**config.mk**
```make
export PLATFORM = sky130hd
export DESIGN_NAME = sltd_top
export DESIGN_NICKNAME = d
export VERILOG_FILES = /design/src/rtl/sltd_pkg.sv /design/src/rtl/sltd_stream_if.sv /design/src/rtl/sltd_sync.sv /design/src/rtl/sltd_fifo.sv /design/src/rtl/sltd_top.sv
export SDC_FILE = /design/constraint.sdc
export NUM_CORES = 1
export LEC_CHECK = 0
export BUFFER_PORTS_ARGS = -buffer_cell sky130_fd_sc_hd__buf_2
export CAP_MARGIN = 10
export CORE_ASPECT_RATIO = 0.5
export CORE_MARGIN = 2
export CORE_UTILIZATION = 42
export CTS_CLUSTER_SIZE = 40
export DETAILED_ROUTE_END_ITERATION = 8
export HOLD_SLACK_MARGIN = 0.03
export PLACE_DENSITY = 0.75
export SLEW_MARGIN = 20
export SYNTH_ARGS = -nofsm -noshare
export SYNTH_HDL_FRONTEND = slang
export SYNTH_HIERARCHICAL = 1
export SYNTH_SLANG_ARGS = --single-unit
```
**constraint.sdc**
```tcl
create_clock -name clk_i -period 2.2 [get_ports clk_i]
set_clock_uncertainty 0.1 [all_clocks]
set_input_delay 0.66 -clock clk_i [delete_from_list [all_inputs] [get_ports clk_i]]
set_output_delay 0.66 -clock clk_i [all_outputs]
set_load 0.02 [all_outputs]
```
**src/rtl/sltd_pkg.sv**
```systemverilog
// constants and field layout for the serial latch driver
// How it works
// - eight-bit shift register feeds an eight-bit storage register.
// - each shift clock rising edge shifts serial input in by one.
// - each latch clock rising edge copies shift into storage.
// - master clear low empties both registers without any clock edge.
// - tied clocks: storage takes the shift value from before that shift.
// - cascade output changes on the shift clock falling edge, and clears on master clear low.
// - enable low: a set storage bit turns its drain on, pulling low.
// - enable high: all eight drains are off regardless of storage.
// - output enable never alters shift or storage contents.
package sltd_pkg;
    localparam int unsigned SLTD_WIDTH = 8;
    localparam int unsigned SLTD_FIFO_DEPTH = 2;
    localparam int unsigned SLTD_PIN_COUNT = 5;
    // pin order inside the synchroniser vector
    localparam int unsigned SLTD_PIN_SER = 0;
    localparam int unsigned SLTD_PIN_SHCLK = 1;
    localparam int unsigned SLTD_PIN_LTCLK = 2;
    localparam int unsigned SLTD_PIN_CLR_N = 3;
    localparam int unsigned SLTD_PIN_OE_N = 4;
    localparam logic [4:0] SLTD_PIN_RESET = 5'h18;
    // register byte offsets
    localparam logic [7:0] SLTD_CTRL_OFFSET = 8'h00;
    localparam logic [7:0] SLTD_STATUS_OFFSET = 8'h04;
    localparam logic [7:0] SLTD_SNAP_OFFSET = 8'h08;
    // control fields
    localparam int unsigned SLTD_CTRL_CAPTURE_BIT = 0;
    localparam logic SLTD_CTRL_CAPTURE_RESET = 1'b0;
    // status fields
    localparam int unsigned SLTD_STAT_SHIFT_LSB = 0;
    localparam int unsigned SLTD_STAT_STORE_LSB = 8;
    localparam int unsigned SLTD_STAT_CASCADE_BIT = 16;
    localparam int unsigned SLTD_STAT_OE_N_BIT = 17;
    localparam int unsigned SLTD_STAT_CLEAR_BIT = 18;
    localparam int unsigned SLTD_STAT_OVERRUN_BIT = 19;
    localparam int unsigned SLTD_STAT_AVAIL_BIT = 20;
    // snapshot fields
    localparam int unsigned SLTD_SNAP_VALID_BIT = 8;
    // bus responses
    localparam logic [1:0] SLTD_RESP_OKAY = 2'h0;
    localparam logic [1:0] SLTD_RESP_SLVERR = 2'h2;
endpackage

```
**src/rtl/sltd_stream_if.sv**
```systemverilog
// valid/ready stream between the capture logic and its buffer
`timescale 1ns/10ps
interface sltd_stream_if #(
    parameter int unsigned W = 8
);
    logic valid;
    logic ready;
    logic [W-1:0] data;
    modport producer (output valid, output data, input ready);
    modport consumer (input valid, input data, output ready);
endinterface

```
**src/rtl/sltd_sync.sv**
```systemverilog
// two flip-flop synchroniser for a vector of pin levels
`timescale 1ns/10ps
module sltd_sync #(
    parameter int unsigned W = 5,
    parameter logic [W-1:0] RST_VAL = '0
) (
    // clock and reset
    input logic clk_i,
    input logic rst_n_i,
    // levels
    input logic [W-1:0] d_i,
    output logic [W-1:0] q_o
);
    logic [W-1:0] meta_q;
    logic [W-1:0] sync_q;

    always_ff @(posedge clk_i) begin
        if (!rst_n_i) begin
            meta_q <= RST_VAL;
            sync_q <= RST_VAL;
        end else begin
            meta_q <= d_i;
            sync_q <= meta_q;
        end
    end

    assign q_o = sync_q;
endmodule // sltd_sync

```
**src/rtl/sltd_fifo.sv**
```systemverilog
// small valid/ready buffer with honest full and empty
`timescale 1ns/10ps
module sltd_fifo #(
    parameter int unsigned W = 8,
    parameter int unsigned DEPTH = 2
) (
    // clock and reset
    input logic clk_i,
    input logic rst_n_i,
    // streams
    sltd_stream_if.consumer in_s,
    sltd_stream_if.producer out_s
);
    localparam int unsigned PW = (DEPTH > 1) ? $clog2(DEPTH) : 1;
    localparam logic [PW-1:0] LAST = PW'(DEPTH - 1);
    localparam logic [PW:0] FULL = (PW + 1)'(DEPTH);

    logic [W-1:0] mem_q [DEPTH];
    logic [PW-1:0] wr_q;
    logic [PW-1:0] rd_q;
    logic [PW:0] count_q;
    logic push;
    logic pop;

    assign in_s.ready = (count_q != FULL);
    assign out_s.valid = (count_q != '0);
    assign out_s.data = mem_q[rd_q];
    assign push = in_s.valid & in_s.ready;
    assign pop = out_s.valid & out_s.ready;

    always_ff @(posedge clk_i) begin
        if (push) begin
            mem_q[wr_q] <= in_s.data;
        end
    end

    always_ff @(posedge clk_i) begin
        if (!rst_n_i) begin
            wr_q <= '0;
            rd_q <= '0;
            count_q <= '0;
        end else begin
            if (push) begin
                wr_q <= (wr_q == LAST) ? '0 : wr_q + 1'b1;
            end
            if (pop) begin
                rd_q <= (rd_q == LAST) ? '0 : rd_q + 1'b1;
            end
            case ({push, pop})
                2'b10: count_q <= count_q + 1'b1;
                2'b01: count_q <= count_q - 1'b1;
                default: count_q <= count_q;
            endcase
        end
    end
endmodule // sltd_fifo

```
**src/rtl/sltd_top.sv**
```systemverilog
// serial-in latch driver with open-drain outputs and an AXI4-Lite port
//
// The AXI4-Lite register port and the placing of the registers were left to the implementer.
`timescale 1ns/10ps
module sltd_top (
    // clock and reset
    input logic clk_i,
    input logic rst_n_i,
    // device pins
    input logic serial_in_i,
    input logic shift_clock_i,
    input logic latch_clock_i,
    input logic master_clear_n_i,
    input logic output_enable_n_i,
    output logic cascade_out_o,
    output logic [7:0] drain_out_o,
    output logic [7:0] drain_oe_o,
    // snapshot buffer can take a word
    output logic snap_ready_o,
    // axi4-lite write
    input logic [31:0] s_axi_awaddr,
    input logic s_axi_awvalid,
    output logic s_axi_awready,
    input logic [31:0] s_axi_wdata,
    input logic [3:0] s_axi_wstrb,
    input logic s_axi_wvalid,
    output logic s_axi_wready,
    output logic [1:0] s_axi_bresp,
    output logic s_axi_bvalid,
    input logic s_axi_bready,
    // axi4-lite read
    input logic [31:0] s_axi_araddr,
    input logic s_axi_arvalid,
    output logic s_axi_arready,
    output logic [31:0] s_axi_rdata,
    output logic [1:0] s_axi_rresp,
    output logic s_axi_rvalid,
    input logic s_axi_rready
);
    localparam int unsigned W = sltd_pkg::SLTD_WIDTH;

    // synchronised pins
    logic [sltd_pkg::SLTD_PIN_COUNT-1:0] pins_raw;
    logic [sltd_pkg::SLTD_PIN_COUNT-1:0] pins_s;
    logic ser_s;
    logic shclk_s;
    logic ltclk_s;
    logic clr_n_s;
    logic oe_n_s;
    logic shclk_prev_q;
    logic ltclk_prev_q;
    logic sh_rise;
    logic sh_fall;
    logic lt_rise;
    logic clear_act;

    // device state
    logic [W-1:0] shift_q;
    logic [W-1:0] store_q;
    logic cascade_q;
    logic [W-1:0] drain_oe_q;
    logic [W-1:0] drain_out_q;

    // software state
    logic capture_en_q;
    logic overrun_q;
    logic snap_ready_q;
    logic overrun_set;
    logic overrun_clr;

    // bus state
    logic awready_q;
    logic wready_q;
    logic aw_got_q;
    logic w_got_q;
    logic [7:0] awaddr_q;
    logic [31:0] wdata_q;
    logic [3:0] wstrb_q;
    logic bvalid_q;
    logic [1:0] bresp_q;
    logic arready_q;
    logic rvalid_q;
    logic [31:0] rdata_q;
    logic [1:0] rresp_q;
    logic do_write;
    logic ar_hs;
    logic [7:0] araddr_lo;
    logic [31:0] rd_word;
    logic [1:0] rd_resp;

    sltd_stream_if #(.W(W)) cap_s ();
    sltd_stream_if #(.W(W)) snap_s ();

    assign pins_raw = {output_enable_n_i, master_clear_n_i, latch_clock_i,
                       shift_clock_i, serial_in_i};

    sltd_sync #(
        .W(sltd_pkg::SLTD_PIN_COUNT),
        .RST_VAL(sltd_pkg::SLTD_PIN_RESET)
    ) u_sync (
        .clk_i(clk_i),
        .rst_n_i(rst_n_i),
        .d_i(pins_raw),
        .q_o(pins_s)
    );

    sltd_fifo #(
        .W(W),
        .DEPTH(sltd_pkg::SLTD_FIFO_DEPTH)
    ) u_fifo (
        .clk_i(clk_i),
        .rst_n_i(rst_n_i),
        .in_s(cap_s),
        .out_s(snap_s)
    );

    assign ser_s = pins_s[sltd_pkg::SLTD_PIN_SER];
    assign shclk_s = pins_s[sltd_pkg::SLTD_PIN_SHCLK];
    assign ltclk_s = pins_s[sltd_pkg::SLTD_PIN_LTCLK];
    assign clr_n_s = pins_s[sltd_pkg::SLTD_PIN_CLR_N];
    assign oe_n_s = pins_s[sltd_pkg::SLTD_PIN_OE_N];

    // serial data passes the same two stages as the clock, so it stays aligned
    assign sh_rise = shclk_s & ~shclk_prev_q;
    assign sh_fall = ~shclk_s & shclk_prev_q;
    assign lt_rise = ltclk_s & ~ltclk_prev_q;
    assign clear_act = ~clr_n_s;

    always_ff @(posedge clk_i) begin
        if (!rst_n_i) begin
            shclk_prev_q <= 1'b0;
            ltclk_prev_q <= 1'b0;
        end else begin
            shclk_prev_q <= shclk_s;
            ltclk_prev_q <= ltclk_s;
        end
    end

    // shift stage; oe is not read here
    always_ff @(posedge clk_i) begin
        if (!rst_n_i || clear_act) begin
            shift_q <= '0;
        end else if (sh_rise) begin
            shift_q <= {shift_q[W-2:0], ser_s};
        end
    end

    // storage stage samples the old shift value when both edges coincide
    always_ff @(posedge clk_i) begin
        if (!rst_n_i || clear_act) begin
            store_q <= '0;
        end else if (lt_rise) begin
            store_q <= shift_q;
        end
    end

    always_ff @(posedge clk_i) begin
        if (!rst_n_i || clear_act) begin
            cascade_q <= 1'b0;
        end else if (sh_fall) begin
            cascade_q <= shift_q[W-1];
        end
    end

    // open drain: pin level is never driven high, only released
    always_ff @(posedge clk_i) begin
        if (!rst_n_i) begin
            drain_oe_q <= '0;
            drain_out_q <= '0;
        end else begin
            drain_oe_q <= store_q & {W{~oe_n_s}};
            drain_out_q <= '0;
        end
    end

    // the latch edge cannot wait, so a full buffer drops the word
    assign cap_s.valid = lt_rise & capture_en_q & ~clear_act;
    assign cap_s.data = shift_q;
    assign overrun_set = cap_s.valid & ~cap_s.ready;
    assign overrun_clr = do_write &&
                         awaddr_q == sltd_pkg::SLTD_STATUS_OFFSET &&
                         wstrb_q[2] &&
                         wdata_q[sltd_pkg::SLTD_STAT_OVERRUN_BIT];

    always_ff @(posedge clk_i) begin
        if (!rst_n_i) begin
            overrun_q <= 1'b0;
            snap_ready_q <= 1'b0;
        end else begin
            overrun_q <= overrun_set | (overrun_q & ~overrun_clr);
            snap_ready_q <= cap_s.ready;
        end
    end

    // write channel: address and data taken in either order
    assign do_write = aw_got_q & w_got_q & ~bvalid_q;

    always_ff @(posedge clk_i) begin
        if (!rst_n_i) begin
            awready_q <= 1'b1;
            wready_q <= 1'b1;
            aw_got_q <= 1'b0;
            w_got_q <= 1'b0;
            awaddr_q <= '0;
            wdata_q <= '0;
            wstrb_q <= '0;
            bvalid_q <= 1'b0;
            bresp_q <= sltd_pkg::SLTD_RESP_OKAY;
        end else begin
            if (s_axi_awvalid && awready_q) begin
                awready_q <= 1'b0;
                aw_got_q <= 1'b1;
                awaddr_q <= {s_axi_awaddr[7:2], 2'h0};
            end
            if (s_axi_wvalid && wready_q) begin
                wready_q <= 1'b0;
                w_got_q <= 1'b1;
                wdata_q <= s_axi_wdata;
                wstrb_q <= s_axi_wstrb;
            end
            if (do_write) begin
                aw_got_q <= 1'b0;
                w_got_q <= 1'b0;
                bvalid_q <= 1'b1;
                if (awaddr_q == sltd_pkg::SLTD_CTRL_OFFSET ||
                    awaddr_q == sltd_pkg::SLTD_STATUS_OFFSET) begin
                    bresp_q <= sltd_pkg::SLTD_RESP_OKAY;
                end else begin
                    bresp_q <= sltd_pkg::SLTD_RESP_SLVERR;
                end
            end
            if (bvalid_q && s_axi_bready) begin
                bvalid_q <= 1'b0;
                awready_q <= 1'b1;
                wready_q <= 1'b1;
            end
        end
    end

    always_ff @(posedge clk_i) begin
        if (!rst_n_i) begin
            capture_en_q <= sltd_pkg::SLTD_CTRL_CAPTURE_RESET;
        end else if (do_write && awaddr_q == sltd_pkg::SLTD_CTRL_OFFSET &&
                     wstrb_q[0]) begin
            capture_en_q <= wdata_q[sltd_pkg::SLTD_CTRL_CAPTURE_BIT];
        end
    end

    // read channel; a snapshot read pops the buffer
    assign ar_hs = s_axi_arvalid & arready_q;
    assign araddr_lo = {s_axi_araddr[7:2], 2'h0};
    assign snap_s.ready = ar_hs && araddr_lo == sltd_pkg::SLTD_SNAP_OFFSET;

    always_comb begin
        rd_word = '0;
        rd_resp = sltd_pkg::SLTD_RESP_OKAY;
        case (araddr_lo)
            sltd_pkg::SLTD_CTRL_OFFSET: begin
                rd_word[sltd_pkg::SLTD_CTRL_CAPTURE_BIT] = capture_en_q;
            end
            sltd_pkg::SLTD_STATUS_OFFSET: begin
                rd_word[sltd_pkg::SLTD_STAT_SHIFT_LSB +: W] = shift_q;
                rd_word[sltd_pkg::SLTD_STAT_STORE_LSB +: W] = store_q;
                rd_word[sltd_pkg::SLTD_STAT_CASCADE_BIT] = cascade_q;
                rd_word[sltd_pkg::SLTD_STAT_OE_N_BIT] = oe_n_s;
                rd_word[sltd_pkg::SLTD_STAT_CLEAR_BIT] = clear_act;
                rd_word[sltd_pkg::SLTD_STAT_OVERRUN_BIT] = overrun_q;
                rd_word[sltd_pkg::SLTD_STAT_AVAIL_BIT] = snap_s.valid;
            end
            sltd_pkg::SLTD_SNAP_OFFSET: begin
                rd_word[W-1:0] = snap_s.valid ? snap_s.data : '0;
                rd_word[sltd_pkg::SLTD_SNAP_VALID_BIT] = snap_s.valid;
            end
            default: begin
                rd_resp = sltd_pkg::SLTD_RESP_SLVERR;
            end
        endcase
    end

    always_ff @(posedge clk_i) begin
        if (!rst_n_i) begin
            arready_q <= 1'b1;
            rvalid_q <= 1'b0;
            rdata_q <= '0;
            rresp_q <= sltd_pkg::SLTD_RESP_OKAY;
        end else if (ar_hs) begin
            arready_q <= 1'b0;
            rvalid_q <= 1'b1;
            rdata_q <= rd_word;
            rresp_q <= rd_resp;
        end else if (rvalid_q && s_axi_rready) begin
            arready_q <= 1'b1;
            rvalid_q <= 1'b0;
        end
    end

    assign cascade_out_o = cascade_q;
    assign drain_out_o = drain_out_q;
    assign drain_oe_o = drain_oe_q;
    assign snap_ready_o = snap_ready_q;
    assign s_axi_awready = awready_q;
    assign s_axi_wready = wready_q;
    assign s_axi_bvalid = bvalid_q;
    assign s_axi_bresp = bresp_q;
    assign s_axi_arready = arready_q;
    assign s_axi_rvalid = rvalid_q;
    assign s_axi_rdata = rdata_q;
    assign s_axi_rresp = rresp_q;
endmodule // sltd_top

```
==> flow_summary_export.csv, run 1 <==
group,metric,value,unit
run_status,status,"completed",
sta,worst_pin_slew,0.861,ns
floorplanning,dieArea,9870,sq um
cts,clock-sinks,101,
pwr,power_density,826,nW/um^2
cts,cts_inserted_buffers,9,
global_routing,grt_pass1_wl,11.9,mm
critical_path,cp_data_arrival_time,2.08,ns
critical_path,cp-end-kind,"flip-flop",
cts,cts_htree_levels,3,
route,route.detailed.drc,0,
cells_and_area,drive_gt1_frac,0.236,
sta,fin_setup_tns,0,ns
critical_path,critPathRequiredTime,2.37,ns
sta,setup_viol,0,
route,dr.pass1.iters,4,
cells_and_area,fillCellCount,817,
floorplanning,io_pins,171,
placed_design,port-buffer-count,65,
cts,path_clk_slew,0.07,ns
critical_path,crit_chain,"buf_2 > nor4_4 > and3_1 > o21a_1 > ha_4 > or3_1 > a21boi_1",
cts,cts-root-buf,"clkbuf_16",
route,drtIter0Drc,137,
critical_path,worst-path-max-fanout,3,
logic_synthesis,synth_async_sr_flop_share,0,
floorplanning,start_util,0.435,
logic_synthesis,syn-cell-area,3800,sq um
logic_synthesis,synth_edf_count,16,
worst_hold_path,worstHoldPathType,"flip-flop to flip-flop",
logic_synthesis,syn_avg_cell_area,10.0,sq um
placed_design,post-place-cells,551,
cells_and_area,layout.area.seq,2180,sq um
pwr,leakagePower,1.88,nW
critical_path,crit_path_start_kind,"primary input",
cells_and_area,final_cells,567,
cells_and_area,fin_nets,558,
route,wirelength,7.35,mm
critical_path,critical-path-max-stage-delay,0.34,ns
floorplanning,die_x,139,um
cts,cts_hold_buffers,0,
global_routing,grt_overflow,0,
logic_synthesis,synthTopCellsByArea,"dfxtp_1, edfxtp_1, nand2_1",
logic_synthesis,synth-seq-cells,101,
route,antenna_left,0,
logic_synthesis,synth_cell_type_count,40,
pwr,power.share.clock,0.413,
global_routing,grt_usage,0.154,
logic_synthesis,synth_flop_cell,"dfxtp_1",
logic_synthesis,synth_common_cells,"dfxtp_1, nand2_1, a21oi_1, buf_4, and2_1",
floorplanning,std_cell_rows,24,
sta,slew_headroom,0.424,
global_routing,grt_pass1_vias,2473,
pwr,p_total,3.71,mW
pwr,ir_worst_vdd,420,uV
critical_path,path_delay_family,"simple AND/OR/NAND/NOR gates",
pwr,internal-power,2.86,mW
critical_path,slowest_stage,"or3_1",
cts,cts_setup_buffers,0,
sta,rsz0062_at_grt,"false",
sta,drv_slew,0,
logic_synthesis,ys.warnings.count,6,
sta,fmax,524,MHz
critical_path,critPathKind,"primary input to flip-flop",
global_routing,antenna_found_initial,0,
global_routing,grt_max_degree,35,
sta,finalCritPeriodShare,0.867,
logic_synthesis,synthCells,380,
critical_path,path_buf_inv,1,
placed_design,hpwlAfterDp,5.10,mm
logic_synthesis,yosys.area.top_type,"dfxtp_1",
placed_design,globalplace.congestion,0.812,
cells_and_area,num_antenna_cells,0,
floorplanning,core,8740,sq um
logic_synthesis,yosysMostFrequentCell,"dfxtp_1",
pwr,sw_frac_of_total,0.229,
route,vias,2764,
cts,ctsResizeCount,0,
logic_synthesis,ys_seq_area_frac,0.574,
cells_and_area,fin_util,0.514,
sta,finalHoldViolations,0,
pwr,seq_power_share,0.522,
flow_run,cap_violations,0,
cells_and_area,areaGrowthSynthToFinish,18.2,%
sta,period_minus_slack,1.91,ns
floorplanning,die_h,71.3,um
cells_and_area,multi_input_area,1430,sq um
route,post_drt_wl_per_cell,13.0,um
cts,cts_tree,"yes",
pwr,p_switching,0.850,mW
cts,cts_buffer_depth,2,
route,routed_via_density,4.87,
pwr,combinationalPowerShare,0.065,
cts,clock_latency,0.34,ns
logic_synthesis,synth_top_area_share,0.448,
-- placed cells by master (no fill, tap or decap), types with 7 or more instances in the layout --
master / n
mux2_2: 9
nand2b_1: 8
nor2b_1: 8
nand4_1: 11
clkbuf_16: 9
o21ai_0: 15
edfxtp_1: 16
buf_4: 12
nand3_1: 17
and2_1: 18
inv_1: 7
a21oi_1: 33
dfxtp_1: 85
a22o_1: 11
a31oi_1: 11
buf_2: 65
nand2_1: 52
conb_1: 21
-- area by class of cell --
class | instances | area share
Sequential cell | 101 | 0.486
Multi-Input combinational cell | 249 | 0.317
Timing Repair Buffer | 77 | 0.0925
Clock buffer | 13 | 0.0602
Tap cell | 117 | 0.0326
Clock inverter | 3 | 0.00585
Inverter | 7 | 0.00585
-- registers in the layout, indices dropped and copies added, names as in the netlist, 2 cells and up, named ones only --
signal and flops:
u_fifo/count_q 2, u_fifo/mem_q 16, u_sync/meta_q 5, store_q 8, u_sync/q_o 5, cap_s.data 8
awaddr_q 6, drain_oe_o 8, s_axi_rdata 21, wdata_q 2, wstrb_q 2
-- final timing paths --
kind / startpoint / to / slack, ns / depth (start not counted)
worst max-delay path: s_axi_araddr[4] / u_fifo/count_q[1] / 0.29 / 7
worst min-delay path: u_sync/meta_q[4] / u_sync/q_o[4] / 0.31 / 1
worst max register to register: s_axi_arready / u_fifo/count_q[1] / 0.43 / 6
worst min register to register: u_sync/meta_q[4] / u_sync/q_o[4] / 0.31 / 1
-- through the flow --
step	instance area (sq um)	setup WS [ns]	hold slack [ns]
after floorplan	3890	-0.127	0.286
after global placement	4200	-0.0640	0.290
after detailed placement	4200	-0.0614	0.298
after CTS	4490	0.297	0.314
after global routing	4490	0.209	0.321
final	4490	0.292	0.308
-- per-layer routing --
metal,track usage,routed length [um],up-vias
met5,0,0,-
met4,0.0533,67,0
met3,0.0528,415,6
met2,0.249,3400,75
met1,0.196,3460,1284
li1,-,-,1399
-- power by group through the flow --
stage / clock, mW / sequential [mW] / combinational (mW)
5_1_grt: 1.65 / 1.94 / 0.265
3_3_place_gp: 0 / 1.98 / 0.236
3_5_place_dp: 0 / 1.98 / 0.241
4_1_cts: 1.58 / 1.94 / 0.242
2_1_floorplan: 0 / 2.00 / 0.163
6_report: 1.53 / 1.94 / 0.240
-- logic make-up (layout without fill, tap and decap cells) --
logic type	after synthesis	count (layout)	synth area share
xor+xnor	3	3	0.00692
fa+ha+maj	1	1	0.00329
buf+inv	50	100	0.0738
mux	11	11	0.0319
simple gates	135	135	0.185
compound gates	78	78	0.124
other cells	1	21	0.000987
flops	101	101	0.574
(Power assumes the default switching activity.)
==> run 2: changes to the inputs <==
Clock period 2.2 ns to 1.6 ns, I/O delays scaled along.
==> run 2 against run 1 <==
Net effect: the flow now finishes with violations (negative setup slack); flip-flop and latch count unchanged; via count up 2.7%; sequential share of layout area down 1.7 points; sequential power up 37%; routed wire length up 5.6%; final area up 3.8%; combinational power up 53%; first-iteration DRC count up 8.8%; non-clock buffer count up 17; final cell count up 3.0%; highest routed layer unchanged.
==> flow_summary_export.csv, run 2 (synthesized netlist as in run 1, its figures left out) <==
group,metric,value,unit
run_status,violations,"negative setup slack",
route,drtIter0Drc,149,
placed_design,globalplace.congestion,0.797,
sta,setup_viol,2,
critical_path,critPathLaunch,"s_axi_araddr[4]",
cts,cts_tree,"yes",
route,dr.pass1.iters,4,
worst_hold_path,worstHoldPathType,"primary input to flip-flop",
flow_run,cap_violations,0,
cts,clock-sinks,101,
critical_path,worst_r2r_startpoint,"s_axi_arready",
cells_and_area,final_common_cell,"dfxtp_1",
cts,cts_inserted_buffers,9,
floorplanning,dieArea,9870,sq um
cts,clock_latency,0.34,ns
critical_path,crit_path_start_kind,"primary input",
route,route.detailed.drc,0,
sta,fmax,583,MHz
cells_and_area,num_antenna_cells,0,
cts,cts-root-buf,"clkbuf_16",
global_routing,antenna_found_initial,0,
floorplanning,die_x,139,um
placed_design,place_ws,-0.485,ns
cts,path_clk_slew,0.06,ns
critical_path,critPathRequiredTime,1.77,ns
cts,cts_htree_levels,3,
placed_design,hpwlAfterDp,5.34,mm
sta,setup_ws,-0.114,ns
floorplanning,io_pins,171,
route,routed_via_density,4.86,
floorplanning,core,8740,sq um
critical_path,cp-end-kind,"flip-flop",
placed_design,port-buffer-count,65,
critical_path,r2r_cells,6,
global_routing,grt_usage,0.161,
pwr,leakagePower,1.96,nW
floorplanning,die_h,71.3,um
critical_path,ff2ff_setup_slack,-0.07,ns
cells_and_area,fin_area,4660,sq um
pwr,power_density,1090,nW/um^2
critical_path,slowest_stage,"or3_1",
sta,drv_slew,0,
sta,slew_headroom,0.632,
sta,finalHoldViolations,0,
sta,fin_setup_tns,-0.172,ns
cells_and_area,fin_nets,575,
sta,finalCritPeriodShare,1.07,
floorplanning,start_util,0.435,
critical_path,critical-path-max-stage-delay,0.34,ns
route,antenna_left,0,
cells_and_area,drive_gt1_frac,0.274,
run_status,status,"complete, but fails checks",
sta,period_minus_slack,1.71,ns
global_routing,grt_pass1_vias,2560,
critical_path,regToRegEndpoint,"u_fifo/count_q[1]",
cells_and_area,areaGrowthSynthToFinish,22.7,%
route,wirelength,7.76,mm
cells_and_area,most-common-layout-cells,"dfxtp_1, buf_2, nand2_1, a21oi_1, buf_4",
pwr,ir_worst_vdd,579,uV
critical_path,worst-path-max-fanout,3,
global_routing,grt_max_degree,23,
floorplanning,std_cell_rows,24,
sta,rsz0062_at_grt,"true",
global_routing,grt_overflow,0,
cells_and_area,largest_register_ffs,21,
sta,worst_pin_slew,0.551,ns
placed_design,dpl-instance-area,4330,sq um
route,post_drt_wl_per_cell,13.3,um
critical_path,critPathKind,"primary input to flip-flop",
critical_path,crit_chain,"buf_6 > nor4_4 > and3_1 > o21a_1 > ha_4 > or3_1 > a21boi_1",
critical_path,cp_data_arrival_time,1.89,ns
route,vias,2838,
critical_path,crit_end,"u_fifo/count_q[1]",
global_routing,grt_pass1_wl,12.6,mm
cts,cts_buffer_depth,2,
run 2: routing by layer:
metal / up-vias / GRT usage / wire length, um
li1: 1442 / - / -
met3: 13 / 0.0508 / 442
met5: - / 0 / 0
met2: 87 / 0.255 / 3540
met4: 0 / 0.0635 / 136
met1: 1296 / 0.209 / 3640
run 2: critical path, delay by kind of cell:
family,cells,cell delay (ns)
AO/OA/AOI/OAI,2,0.30
buffers and inverters,1,0.10
adder cells (fa/ha/maj),1,0.22
AND/OR/NAND/NOR,3,0.79
run 2: cell type report:
class	count	area, sq um
Timing Repair Buffer	94	581
Fill cell	794	4080
Clock inverter	5	45.0
Multi-Input combinational cell	249	1440
Tap cell	117	146
Inverter	7	26.3
Sequential cell	101	2180
Clock buffer	11	243
run 2: how the worst min path moves through the flow:
stage / endpoint / start / cells after the start
finish: u_sync/meta_q[4] / output_enable_n_i / 2
global route: u_sync/meta_q[4] / output_enable_n_i / 2
CTS: u_sync/meta_q[4] / output_enable_n_i / 2
global placement: u_sync/q_o[4] / u_sync/meta_q[4] / 1
floorplan: u_sync/q_o[3] / u_sync/meta_q[3] / 1
detailed placement: u_sync/q_o[3] / u_sync/meta_q[3] / 1
run 2: through the flow:
stage | utilization | hold slack (ns) | total power, mW | cells
after CTS | 0.532 | 0.210 | 5.15 | 583
final | 0.533 | 0.219 | 5.10 | 584
after detailed placement | 0.496 | 0.297 | 3.08 | 566
after floorplan | - | 0.286 | 2.97 | 400
after global placement | 0.496 | 0.290 | 3.07 | 566
after global routing | 0.533 | 0.227 | 5.29 | 584
run 2: timing repair:
action,in CTS,in global routing
pin swaps,1,2
hold buffers,0,0
setup endpoints to repair,13,23
resized for setup,4,4
setup buffers,1,1
run 2: report_power, final:
| group | internal (mW) | switching [mW] |
|---|---|---|
| Combinational | 0.133 | 0.234 |
| Sequential | 2.63 | 0.0340 |
| Clock | 1.12 | 0.950 |
| Total | 3.88 | 1.22 |
==> run 3: changes to the inputs <==
Settings changed: CORE_UTILIZATION 42 to 47, PLACE_DENSITY 0.75 to 0.8.
Clock period 1.6 ns to 1.64 ns, I/O delays scaled along.
==> run 3 against run 2 <==
Net effect: the flow still finishes with violations (negative setup slack); clock power grew 3%; via count shrank 0.85%; non-clock buffer count shrank 5; first-iteration DRC count grew 23%; critical path depth is the same; register-to-register slack gained 0.02 ns; global-route usage grew 0.82 points; sequential share of layout area grew 0.15 points; final cell count shrank 1.7%; critical path type unchanged; highest routed layer unchanged.
==> flow_summary_export.csv, run 3 (synthesized netlist as in run 1, its figures left out) <==
group,metric,value,unit
run_status,status,"complete, but fails checks",
run_status,violations,"negative setup slack",
cts,cts_inserted_buffers,9,
route,dr.pass1.iters,4,
sta,setup_ws,-0.123,ns
cts,cts_buffer_depth,2,
placed_design,globalplace.congestion,0.817,
cts,clock_latency,0.34,ns
cells_and_area,fin_area,4640,sq um
sta,slew_headroom,0.655,
critical_path,r2r_cells,6,
placed_design,dpl-instance-area,4300,sq um
pwr,ir_worst_vdd,706,uV
floorplanning,std_cell_rows,23,
placed_design,hpwlAfterDp,5.00,mm
floorplanning,dieArea,8860,sq um
placed_design,port-buffer-count,65,
critical_path,cp-end-kind,"flip-flop",
critical_path,cp_data_arrival_time,1.93,ns
cts,cts_hold_buffers,0,
route,wirelength,7.31,mm
cts,clock-sinks,101,
sta,fmax,567,MHz
flow_run,cap_violations,0,
critical_path,crit_path_start_kind,"primary input",
sta,finalHoldViolations,0,
critical_path,worst-path-max-fanout,3,
global_routing,grt_usage,0.169,
route,routed_via_density,4.90,
global_routing,antenna_found_initial,0,
cells_and_area,num_antenna_cells,0,
floorplanning,core,7910,sq um
worst_hold_path,worst_hold_path.num_cells,2,
floorplanning,io_pins,171,
sta,finalCritPeriodShare,1.07,
route,drtIter0Drc,184,
floorplanning,die_h,67.6,um
cells_and_area,drive_gt1_frac,0.268,
sta,period_minus_slack,1.76,ns
cells_and_area,largest_register_ffs,21,
route,vias,2814,
route,route.detailed.drc,0,
critical_path,critPathRequiredTime,1.81,ns
sta,rsz0062_at_grt,"true",
global_routing,grt_max_degree,23,
cts,cts_htree_levels,3,
cells_and_area,most-common-layout-cells,"dfxtp_1, buf_2, nand2_1, a21oi_1",
critical_path,critPathKind,"primary input to flip-flop",
cts,cts-root-buf,"clkbuf_16",
floorplanning,start_util,0.480,
cts,cts_tree,"yes",
pwr,power_density,1090,nW/um^2
cells_and_area,fin_util,0.587,
global_routing,grt_pass1_wl,11.8,mm
placed_design,post-place-cells,557,
pwr,leakagePower,1.96,nW
global_routing,grt_pass1_vias,2564,
cells_and_area,final_cells,574,
floorplanning,die_x,131,um
cells_and_area,final_common_cell,"dfxtp_1",
worst_hold_path,worstHoldPathType,"primary input to flip-flop",
sta,worst_pin_slew,0.517,ns
sta,drv_slew,0,
placed_design,place_ws,-0.479,ns
cts,path_clk_slew,0.06,ns
sta,setup_viol,2,
cells_and_area,areaGrowthSynthToFinish,22.2,%
route,antenna_left,0,
route,post_drt_wl_per_cell,12.7,um
pwr,p_total,5.07,mW
global_routing,grt_overflow,0,
cells_and_area,fin_nets,570,
-- run 3: cell count changes in the layout (fill, tap and decap cells not counted), sizes merged --
cell    delta
buf        -5
clkbuf     -2
bufinv     +1
inv        +1
-- run 3: area by class of cell --
type | count | area (sq um)
fill | 706 | 3270
sequential | 101 | 2180
multi-input combinational | 249 | 1440
timing repair buffer | 89 | 547
clock buffer | 9 | 225
tap | 112 | 140
clock inverter | 7 | 82.6
inverter | 7 | 26.3
-- run 3: path summary, 6_finish.rpt --
path	startpoint	end	slack, ns
worst max-delay path	s_axi_araddr[4]	u_fifo/count_q[1]	-0.12
worst min-delay path	output_enable_n_i	u_sync/meta_q[4]	0.23
worst max register to register	s_axi_arready	u_fifo/count_q[1]	-0.05
worst min register to register	u_sync/meta_q[3]	u_sync/q_o[3]	0.31
-- run 3: timing repair --
| item | in CTS | in global routing |
|---|---|---|
| pin swaps | 2 | 1 |
| gates cloned | 0 | 0 |
| buffers inserted | 1 | 0 |
| endpoints found under the setup margin | 3 | 25 |
| gates resized for setup | 5 | 2 |
-- run 3: critical path: stages --
cell,delay [ns]
buf_6,0.10
nor4_4,0.27
and3_1,0.21
o21a_1,0.19
ha_4,0.22
or3_1,0.34
a21boi_1,0.12
-- run 3: layer usage --
layer	up-vias	wire length, um	global-route usage
met5	-	0	0
met4	0	61	0.0476
met3	6	375	0.0541
met2	82	3420	0.297
met1	1301	3460	0.206
li1	1425	-	-
-- run 3: power breakdown --
part           leakage (nW)  total [mW]  internal (mW)  switching (mW)
combinational         0.940       0.341          0.120           0.221
sequential            0.868        2.60           2.56          0.0322
clock                 0.150        2.14           1.20           0.932
-- run 3: metrics by stage --
step,setup TNS (ns),hold slack (ns)
after floorplan,-1.12,0.286
after global placement,-4.59,0.291
after detailed placement,-4.71,0.301
after CTS,-0.154,0.221
after global routing,-0.268,0.236
final,-0.193,0.233
